### src/frbg_defines.vh
`ifndef FRBG_DEFINES_VH
`define FRBG_DEFINES_VH
// Flash command codes (two-step write/erase)
`define FRBG_CMD_PROGRAM      8'h40
`define FRBG_CMD_ERASE_SETUP  8'h20
`define FRBG_CMD_ERASE_CONF   8'hD0
`define FRBG_CMD_SUSPEND      8'hB0
`define FRBG_CMD_RESUME       8'hD0
`define FRBG_CMD_READ_STATUS  8'h70
`define FRBG_CMD_CLEAR_STATUS 8'h50
`define FRBG_CMD_READ_ARRAY   8'hFF
// Status register fields
`define FRBG_SR_READY_BIT     7
`define FRBG_SR_VPP_LOW_BIT   3
// Operation codes on the host command port
`define FRBG_OP_PROGRAM       2'h0
`define FRBG_OP_ERASE         2'h1
`define FRBG_OP_SUSPEND       2'h2
`define FRBG_OP_STATUS        2'h3
// Timing, ns and derived cycles at 5 ns
`define FRBG_CLK_NS           5
`define FRBG_WE_PULSE_NS      40
`define FRBG_WE_PULSE_CYC     ((`FRBG_WE_PULSE_NS + `FRBG_CLK_NS - 1) / `FRBG_CLK_NS)
`define FRBG_VPP_SETTLE_NS    100
`define FRBG_VPP_SETTLE_CYC   ((`FRBG_VPP_SETTLE_NS + `FRBG_CLK_NS - 1) / `FRBG_CLK_NS)
`define FRBG_WAKE_NS          1000
`define FRBG_WAKE_CYC         ((`FRBG_WAKE_NS + `FRBG_CLK_NS - 1) / `FRBG_CLK_NS)
`define FRBG_NUM_DEV          4
`endif

### src/frbg_merge.v
`timescale 1ns/1ps
`default_nettype none
module frbg_merge (
  input  wire       ref_clk_in,
  input  wire       nrst_in,
  input  wire [3:0] ready_busy_n_in,
  input  wire [3:0] active_in,
  output reg        all_ready_out,
  output reg  [3:0] ready_rise_out,
  output reg  [3:0] ready_level_out
);
  reg [3:0] prev;
  always @(posedge ref_clk_in) begin
    if (!nrst_in) begin
      all_ready_out   <= 1'b1;
      ready_rise_out  <= 4'h0;
      ready_level_out <= 4'hF;
      prev            <= 4'hF;
    end else begin
      all_ready_out   <= &ready_busy_n_in;
      ready_level_out <= ready_busy_n_in;
      prev            <= ready_busy_n_in;
      ready_rise_out  <= ready_busy_n_in & ~prev & active_in;
    end
  end
endmodule
`default_nettype wire

### src/frbg_host.v
`timescale 1ns/1ps
`default_nettype none
`include "frbg_defines.vh"
module frbg_host (
  input  wire        ref_clk_in,
  input  wire        nrst_in,
  input  wire        cmd_valid_in,
  input  wire [1:0]  cmd_op_in,
  input  wire [1:0]  cmd_dev_in,
  input  wire [19:0] cmd_addr_in,
  input  wire [7:0]  cmd_data_in,
  input  wire        sleep_req_in,
  input  wire        irq_mask_in,
  input  wire [3:0]  ready_busy_n_in,
  input  wire [7:0]  flash_data_in,
  output reg         cmd_ready_out,
  output reg         done_out,
  output reg  [7:0]  status_out,
  output reg  [1:0]  done_dev_out,
  output reg         irq_out,
  output reg         merged_ready_out,
  output reg  [3:0]  ready_level_out,
  output reg  [3:0]  active_out,
  output reg  [19:0] flash_addr_out,
  output reg  [7:0]  flash_data_out,
  output reg         flash_data_oe_out,
  output reg  [3:0]  chip_en_n_out,
  output reg         write_en_n_out,
  output reg         out_en_n_out,
  output reg         vpp_en_out,
  output reg         deep_sleep_n_out
);
  localparam ST_IDLE  = 3'd0;
  localparam ST_VPP   = 3'd1;
  localparam ST_WR1   = 3'd2;
  localparam ST_WR2   = 3'd3;
  localparam ST_WAIT  = 3'd4;
  localparam ST_POLL  = 3'd5;
  localparam ST_WAKE  = 3'd6;
  localparam ST_SLEEP = 3'd7;

  localparam integer VPP_LAST_I  = `FRBG_VPP_SETTLE_CYC - 1;
  localparam integer WE_LAST_I   = `FRBG_WE_PULSE_CYC - 1;
  localparam integer WAKE_LAST_I = `FRBG_WAKE_CYC - 1;
  localparam [7:0]   VPP_LAST    = VPP_LAST_I[7:0];
  localparam [7:0]   WE_LAST     = WE_LAST_I[7:0];
  localparam [7:0]   WAKE_LAST   = WAKE_LAST_I[7:0];

  function [7:0] first_code;
    input [1:0] op;
    begin
      case (op)
        `FRBG_OP_PROGRAM: first_code = `FRBG_CMD_PROGRAM;
        `FRBG_OP_ERASE:   first_code = `FRBG_CMD_ERASE_SETUP;
        `FRBG_OP_SUSPEND: first_code = `FRBG_CMD_SUSPEND;
        default:          first_code = `FRBG_CMD_READ_STATUS;
      endcase
    end
  endfunction

  function [3:0] dev_sel;
    input [1:0] d;
    begin
      dev_sel = 4'h1 << d;
    end
  endfunction

  wire       all_ready;
  wire [3:0] ready_rise;
  wire [3:0] ready_level;

  frbg_merge u_merge (
    .ref_clk_in      (ref_clk_in),
    .nrst_in         (nrst_in),
    .ready_busy_n_in (ready_busy_n_in),
    .active_in       (active_out),
    .all_ready_out   (all_ready),
    .ready_rise_out  (ready_rise),
    .ready_level_out (ready_level)
  );

  reg [2:0]  state;
  reg [7:0]  cnt;
  reg [1:0]  op;
  reg [1:0]  dev;
  reg [19:0] addr;
  reg [7:0]  data;
  reg        step;
  reg        poll_all;

  always @(posedge ref_clk_in) begin
    if (!nrst_in) begin
      state             <= ST_WAKE;
      cnt               <= 8'h00;
      op                <= 2'h0;
      dev               <= 2'h0;
      addr              <= 20'h00000;
      data              <= 8'h00;
      step              <= 1'b0;
      poll_all          <= 1'b0;
      cmd_ready_out     <= 1'b0;
      done_out          <= 1'b0;
      status_out        <= 8'h00;
      done_dev_out      <= 2'h0;
      irq_out           <= 1'b0;
      merged_ready_out  <= 1'b1;
      ready_level_out   <= 4'hF;
      active_out        <= 4'h0;
      flash_addr_out    <= 20'h00000;
      flash_data_out    <= 8'h00;
      flash_data_oe_out <= 1'b0;
      chip_en_n_out     <= 4'hF;
      write_en_n_out    <= 1'b1;
      out_en_n_out      <= 1'b1;
      vpp_en_out        <= 1'b0;
      deep_sleep_n_out  <= 1'b1;
    end else begin
      done_out         <= 1'b0;
      merged_ready_out <= all_ready;
      ready_level_out  <= ready_level;
      irq_out          <= (|ready_rise) & ~irq_mask_in;
      case (state)
        ST_IDLE: begin
          cmd_ready_out <= 1'b1;
          // Only a request seen while ready is shown is taken
          if (cmd_valid_in && cmd_ready_out) begin
            cmd_ready_out <= 1'b0;
            op            <= cmd_op_in;
            dev           <= cmd_dev_in;
            addr          <= cmd_addr_in;
            data          <= cmd_data_in;
            step          <= 1'b0;
            cnt           <= 8'h00;
            if (cmd_op_in == `FRBG_OP_PROGRAM || cmd_op_in == `FRBG_OP_ERASE) begin
              vpp_en_out <= 1'b1;
              state      <= ST_VPP;
            end else begin
              state <= ST_WR1;
            end
          end else if (sleep_req_in) begin
            cmd_ready_out    <= 1'b0;
            deep_sleep_n_out <= 1'b0;
            state            <= ST_SLEEP;
          end else if (poll_all && active_out != 4'h0) begin
            cmd_ready_out <= 1'b0;
            poll_all      <= 1'b0;
            dev           <= active_out[0] ? 2'd0 : active_out[1] ? 2'd1 : active_out[2] ? 2'd2 : 2'd3;
            op            <= `FRBG_OP_STATUS;
            step          <= 1'b0;
            cnt           <= 8'h00;
            state         <= ST_WR1;
          end
        end
        ST_VPP: begin
          cnt <= cnt + 8'h01;
          if (cnt == VPP_LAST) begin
            cnt   <= 8'h00;
            state <= ST_WR1;
          end
        end
        ST_WR1: begin
          chip_en_n_out     <= ~dev_sel(dev);
          flash_addr_out    <= addr;
          flash_data_oe_out <= 1'b1;
          flash_data_out    <= step ? ((op == `FRBG_OP_ERASE) ? `FRBG_CMD_ERASE_CONF : data)
                                    : first_code(op);
          write_en_n_out    <= 1'b0;
          cnt               <= cnt + 8'h01;
          if (cnt == WE_LAST) begin
            write_en_n_out <= 1'b1;
            cnt            <= 8'h00;
            state          <= ST_WR2;
          end
        end
        ST_WR2: begin
          chip_en_n_out     <= 4'hF;
          flash_data_oe_out <= 1'b0;
          if (!step && (op == `FRBG_OP_PROGRAM || op == `FRBG_OP_ERASE)) begin
            step  <= 1'b1;
            state <= ST_WR1;
          end else if (op == `FRBG_OP_STATUS) begin
            chip_en_n_out <= ~dev_sel(dev);
            out_en_n_out  <= 1'b0;
            state         <= ST_POLL;
          end else begin
            if (op == `FRBG_OP_PROGRAM || op == `FRBG_OP_ERASE)
              active_out <= active_out | dev_sel(dev);
            state <= ST_WAIT;
          end
        end
        ST_WAIT: begin
          cnt <= cnt + 8'h01;
          if (cnt == WE_LAST) begin
            cnt           <= 8'h00;
            done_out      <= 1'b1;
            done_dev_out  <= dev;
            state         <= ST_IDLE;
          end
        end
        ST_POLL: begin
          cnt <= cnt + 8'h01;
          if (cnt == WE_LAST) begin
            cnt           <= 8'h00;
            chip_en_n_out <= 4'hF;
            out_en_n_out  <= 1'b1;
            status_out    <= flash_data_in;
            done_out      <= 1'b1;
            done_dev_out  <= dev;
            if (flash_data_in[`FRBG_SR_READY_BIT]) begin
              active_out <= active_out & ~dev_sel(dev);
              poll_all   <= |(active_out & ~dev_sel(dev));
              if ((active_out & ~dev_sel(dev)) == 4'h0)
                vpp_en_out <= 1'b0;
            end
            state <= ST_IDLE;
          end
        end
        ST_SLEEP: begin
          vpp_en_out <= 1'b0;
          if (!sleep_req_in) begin
            deep_sleep_n_out <= 1'b1;
            cnt              <= 8'h00;
            state            <= ST_WAKE;
          end
        end
        ST_WAKE: begin
          cnt <= cnt + 8'h01;
          if (cnt == WAKE_LAST) begin
            cnt   <= 8'h00;
            state <= ST_IDLE;
          end
        end
        default: state <= ST_IDLE;
      endcase
      // New completion beats a clear in the same cycle
      if (|ready_rise)
        poll_all <= 1'b1;
    end
  end
endmodule
`default_nettype wire

### config.mk
export PLATFORM = sky130hd
export DESIGN_NAME = frbg_host
export DESIGN_NICKNAME = d
export VERILOG_FILES = /design/src/frbg_merge.v /design/src/frbg_host.v
export VERILOG_INCLUDE_DIRS = /design/src
export SDC_FILE = /design/constraint.sdc
export NUM_CORES = 1
export LEC_CHECK = 0
export ABC_AREA = 1
export BUFFER_PORTS_ARGS = -buffer_cell sky130_fd_sc_hd__buf_4
export CORE_MARGIN = 4
export CORE_UTILIZATION = 53
export CTS_CLUSTER_SIZE = 40
export DETAILED_ROUTE_END_ITERATION = 12
export GPL_TIMING_DRIVEN = 0
export MAX_ROUTING_LAYER = met4
export PLACE_DENSITY = 0.79
export SLEW_MARGIN = 20
export SYNTH_ARGS = -nofsm -noshare
export SYNTH_HDL_FRONTEND = slang
export SYNTH_SLANG_ARGS = --single-unit
export TNS_END_PERCENT = 1
### constraint.sdc
create_clock -name ref_clk_in -period 2 [get_ports ref_clk_in]
set_clock_uncertainty 0.05 [all_clocks]
set_input_delay 0.3 -clock ref_clk_in [delete_from_list [all_inputs] [get_ports ref_clk_in]]
set_output_delay 0.3 -clock ref_clk_in [all_outputs]
set_load 0.03 [all_outputs]
Word level (Yosys, flattened, before mapping)
Cells that the tools add are included.

storage, ports and cells
  bits in registers = 113
  word-level logic and storage cells = 187
  output and inout port bits = 59

operators by class
  bitwise logic cells = 8
  add/sub/neg operators = 1
  reductions and logical operators = 39
  shift operators = 1
  equal/unequal tests = 40
  multiplexer cells = 71

operators with widths
  cell                   count
  $mux W8                9
  $pmux W8 S5            1
  $mux W4                8
  $ne A2 B2 Y1 const B   16
  $mux W3                9
  $mux W1                25
  $pmux W8 S3            1
  $reduce_and A6 Y1      4
  $ne A3 B3 Y1 const B   7
  $pmux W3 S7            1
  $reduce_and A4 Y1      5
  $mux W2                9
  $and A4 B4 Y4          3
  $eq A3 B3 Y1 const B   4
  $pmux W4 S3            1
  $pmux W1 S2            5
  $reduce_and A2 Y1      5
  $reduce_bool A2 Y1     5
  $reduce_bool A3 Y1     3
  $add A8 B1 Y8 const B  1
  $eq A8 B3 Y1 const B   1
  $eq A8 B5 Y1 const B   1
  $eq A8 B8 Y1 const B   1
  $not A4 Y4             2
  other kinds (24)       33

Longest topological paths before layout
  word-level depth = 8
  mapped depth = 11

By module
A second synthesis with hierarchy kept.

unflattened totals
  cell total of the unflattened synthesis = 621
  area, all modules = 4693.3 µm²

modules (own cells, without submodules)
  module      cells each  area each (µm²)  seq. area each (µm²)  times used
  frbg_host   592         4394.2           2082.0                1
  frbg_merge  29          299.0            180.2                 1

Least setup slack after synthesis
OpenSTA, ideal clock, no wires.

  path kind = flip-flop to flip-flop
  start = register cmd_ready_out
  end = register data[4]
  setup slack = 430 ps
  library setup time = 132 ps
  arrival = 1388 ps
  period minus slack after synthesis = 1570 ps
  buffers on the path = 2
  cell stages (with the launch flop) = 8
  cells stage by stage = dfxtp_1 -> nand2_1 -> inv_1 -> nand3_1 -> buf_2 -> buf_4 -> nand2_1 -> a21oi_1

on the way
  cells in the longest elaborated chain, start to end = 2

RTL lines
  what                                line             source
  start: declaration                  frbg_host.v:16   output reg cmd_ready_out,
  start signal: assignment            frbg_host.v:101  cmd_ready_out <= 1'b0;
  start signal: assignment            frbg_host.v:124  cmd_ready_out <= 1'b1;
  start signal: assignment            frbg_host.v:127  cmd_ready_out <= 1'b0;
  $logic_and A1 B1 Y1                 frbg_host.v:126  if (cmd_valid_in && cmd_ready_out) begin
  $reduce_and A2 Y1 (no source line)  n/a
  end signal: assignment              frbg_host.v:131  data <= cmd_data_in;
  end: declaration                    frbg_host.v:87   reg [7:0] data;

No other way between the ends.
A chain may end at the register's enable or synchronous reset.

Worst setup path in the final report
  start = register op[0]
  end = register chip_en_n_out[3]

on the way
  cells in the longest elaborated chain, start to end = 5
  elaborated cells on any way between the ends = 8
  those cells by class = eq/ne: 2; mux: 3; reduce/logical: 3

RTL lines
  what                                                     line             source
  start: declaration                                       frbg_host.v:84   reg [1:0] op;
  start signal: assignment                                 frbg_host.v:128  op <= cmd_op_in;
  start signal: assignment                                 frbg_host.v:148  op <= `FRBG_OP_STATUS;
  $eq A2 B1 Y1 / $logic_not A2 Y1 (equally long branches)  n/a
  $logic_or A1 B1 Y1 (no source line)                      n/a
  $logic_and A1 B1 Y1                                      frbg_host.v:178  if (!step && (op == `FRBG_OP_PROGRAM || op == `FRBG_OP_ERASE)) begin
  $mux W4 (*)                                              frbg_host.v:178
  $pmux W4 S3 (*)                                          frbg_host.v:122  case (state)
  end signal: assignment                                   frbg_host.v:162  chip_en_n_out <= ~dev_sel(dev);
  end signal: assignment                                   frbg_host.v:182  chip_en_n_out <= ~dev_sel(dev);
  end: declaration                                         frbg_host.v:27   output reg [3:0] chip_en_n_out,

Mark *: on every way between the ends. The rest lies on a longest branch, timed or not.

==> results.json <==
{
  "clk_pin_slew_ns": 0.06,
  "numCtsBuffers": 17,
  "final_common_cell": "nand2_1",
  "end_kind": "flop",
  "cts.sinks": 113,
  "drt_iter0_drc": 254,
  "period_minus_slack_ns": 1.85,
  "layout.nets": 814,
  "start_util_pct": 55.0,
  "wl_per_cell_um": 15.0,
  "portBuffers": 106,
  "synth_edf_count": 0,
  "area_growth_pct": 38.4,
  "layout.cells.non_filler": 877,
  "cts_tree": "built",
  "hold_viol": 1,
  "critPathKind": "reg2reg",
  "drive_gt1_share_pct": 22.8,
  "avgSynthCellArea_um2": 7.43,
  "num_rows": 33,
  "num_vias": 4637,
  "vias_per_cell": 5.29,
  "ys_seq_area_share_pct": 49.8,
  "h-tree-depth": 4,
  "die_y_um": 101,
  "seqPwrFrac_pct": 36.0,
  "die_area_um2": 10100,
  "outcome": "finished, violations left",
  "violations": "hold timing",
  "tightest_slew_ns": 0.616,
  "fillers": 609,
  "dp.cells": 822,
  "io_pins": 108,
  "grtUsageTotal_pct": 27.6,
  "antenna_found_initial": 0,
  "worst_path_largest_cell_delay_ns": 0.38,
  "slew_headroom_pct": 58.9,
  "routabilityCongestion": 0.874,
  "slew_violations": 0,
  "layout_common_cells": "182 x nand2_1, 113 x dfxtp_1, 111 x buf_4, 74 x a21oi_1, 48 x nor2_1",
  "rsz0062_at_grt": "no",
  "hpwl_mm": 8.88,
  "min_period_over_period_pct": 92.6,
  "crit_chain": "inv_1, ha_1, o21ai_0, inv_1, nand2_1, nand3_1, o21ai_0, nand3_1",
  "grt_pass1_wl_mm": 21.3,
  "overflow": 0,
  "syn-num-nets": 666,
  "cp-start-kind": "flop",
  "synth_area_um2": 4540,
  "hp-class": "in2reg",
  "synth-seq-cells": 113,
  "p_switching_mw": 2.26,
  "clockBufferDepth": 2,
  "powerDensity_nw_per_um2": 1140,
  "p_int_mw": 4.89,
  "swShare_pct": 31.6,
  "antenna_left": 0,
  "fmax_mhz": 540,
  "power.leakage_nw": 2.72,
  "grt_start_max_net_pins": 17,
  "cts_root_buf": "clkbuf_8",
  "diodes": 0,
  "clock_latency_ns": 0.51,
  "cap_viol_max_count": 0,
  "clkPwrFrac_pct": 41.5,
  "crit_fanout": 4,
  "hold_ws_ns": -0.00189,
  "async_flop_share_pct": 0,
  "ir_drop_uv": 711,
  "coreArea_um2": 8260,
  "required_ns": 2.33,
  "cp_slowest_cell": "dfxtp_1",
  "grt_pass1_vias": 4628,
  "final_core_util_pct": 76.1,
  "drt-total-wl_mm": 13.2,
  "p_comb_share_pct": 22.6,
  "yosys_warnings": 0,
  "r2r_setup_slack_ns": 0.15,
  "syn_inst": 611,
  "die_w_um": 101,
  "post_cts_buffers": 0,
  "synthFlopType": "dfxtp_1",
  "final-setup-viol-count": 0,
  "cp.arrival_ns": 2.18,
  "drt-pass1-iter-count": 5,
  "yosysUniqueCellTypes": 35,
  "drcViolationCount": 0
}
repair_timing:
item	4_1_cts	5_1_grt
hold buffers	22	1
endpoints found under the setup margin	0	4
gates resized for setup	0	1
endpoints found under the hold margin	23	1
cell usage after synthesis (2+ instances only):
cell | instances | area [um^2]
dfxtp_1 | 113 | 2260
buf_2 | 5 | 25.0
clkbuf_1 | 12 | 45.0
nor3_1 | 8 | 40.0
nand2_1 | 182 | 683
inv_2 | 6 | 22.5
o211ai_1 | 2 | 15.0
inv_1 | 40 | 150
or2_2 | 6 | 37.5
buf_1 | 2 | 7.51
nor2_1 | 48 | 180
nor2_2 | 4 | 25.0
ha_1 | 6 | 75.1
nand2_2 | 8 | 50.1
nand4_1 | 4 | 25.0
o21ai_1 | 8 | 40.0
o21ai_0 | 32 | 160
a21oi_1 | 74 | 370
nand3_1 | 31 | 155
buf_4 | 5 | 37.5
per-layer routing:
| layer | part of all wire (%) | track usage [%] | vias up |
|---|---|---|---|
| li1 | - | - | 2278 |
| met1 | 41 | 31.8 | 2135 |
| met2 | 49 | 46.0 | 184 |
| met3 | 7.2 | 6.44 | 40 |
| met4 | 3.2 | 11.9 | 0 |
| met5 | 0 | - | - |
power groups by stage:
stage          registers [mW]  logic [mW]  clock network [mW]
2_1_floorplan            2.81       0.818                   0
3_3_place_gp             2.61        1.50                   0
3_5_place_dp             2.62        1.54                   0
4_1_cts                  2.57        1.59                2.98
5_1_grt                  2.59        1.77                3.10
6_report                 2.57        1.61                2.97
sequential cells by signal, summed over array words and instances (netlist names), 2 cells and up, named ones only:
| signal | count |
|---|---|
| op | 2 |
| addr | 20 |
| u_merge.prev | 4 |
| status_out | 8 |
| flash_data_out | 8 |
| chip_en_n_out | 4 |
| ready_level_out | 4 |
| done_dev_out | 2 |
| u_merge.ready_rise_out | 4 |
| cnt | 8 |
| flash_addr_out | 20 |
| data | 8 |
| dev | 2 |
| state | 3 |
through the flow:
step	setup slack (ns)	total power [mW]	hold WS (ns)	area, um^2	TNS [ns]
global placement	-0.00653	4.11	0.346	5470	-0.00863
finish	0.148	7.15	-0.00189	6280	0
floorplan	0.430	3.63	0.327	4540	0
CTS	0.151	7.14	0.000529	6270	0
detailed placement	-0.0357	4.15	0.366	5470	-0.260
global route	0.00497	7.46	0.000769	6280	0
area by class of cell:
type / instances / area [um^2] / area share, %
inverters: 47 / 178 / 2.83
multi-input cells: 427 / 1990 / 31.6
clock buffers: 19 / 422 / 6.71
repair buffers: 129 / 1030 / 16.3
clock inverters: 13 / 161 / 2.57
well taps: 105 / 131 / 2.09
plain buffers: 24 / 115 / 1.83
flip-flops and latches: 113 / 2260 / 36.0
critical path, delay by kind of cell, from the launching register on:
kind	cells	cell delay [ns]
compound gates	2	0.51
fa+ha+maj	1	0.24
flops	1	0.38
buf+inv	2	0.20
simple gates	3	0.36
final timing paths:
check	from	endpoint	cells past startpoint
hold / removal	cmd_data_in[2]	data[2]	3
setup reg to reg	op[0]	chip_en_n_out[3]	8
hold reg to reg	u_merge.prev[2]	ready_level_out[2]	1
setup / recovery	op[0]	chip_en_n_out[3]	8
cells by family (layout without fill, tap and decap cells):
kind of cell             after synthesis  in the layout  synth area share (%)
buffers and inverters                 71            232                  6.45
AO/OA/AOI/OAI                        123            123                  14.1
flip-flops                           113            113                  49.8
AND/OR/NAND/NOR                      298            298                  28.0
adder cells (fa/ha/maj)                6              6                  1.65
Power figures use the tool's default switching activity.
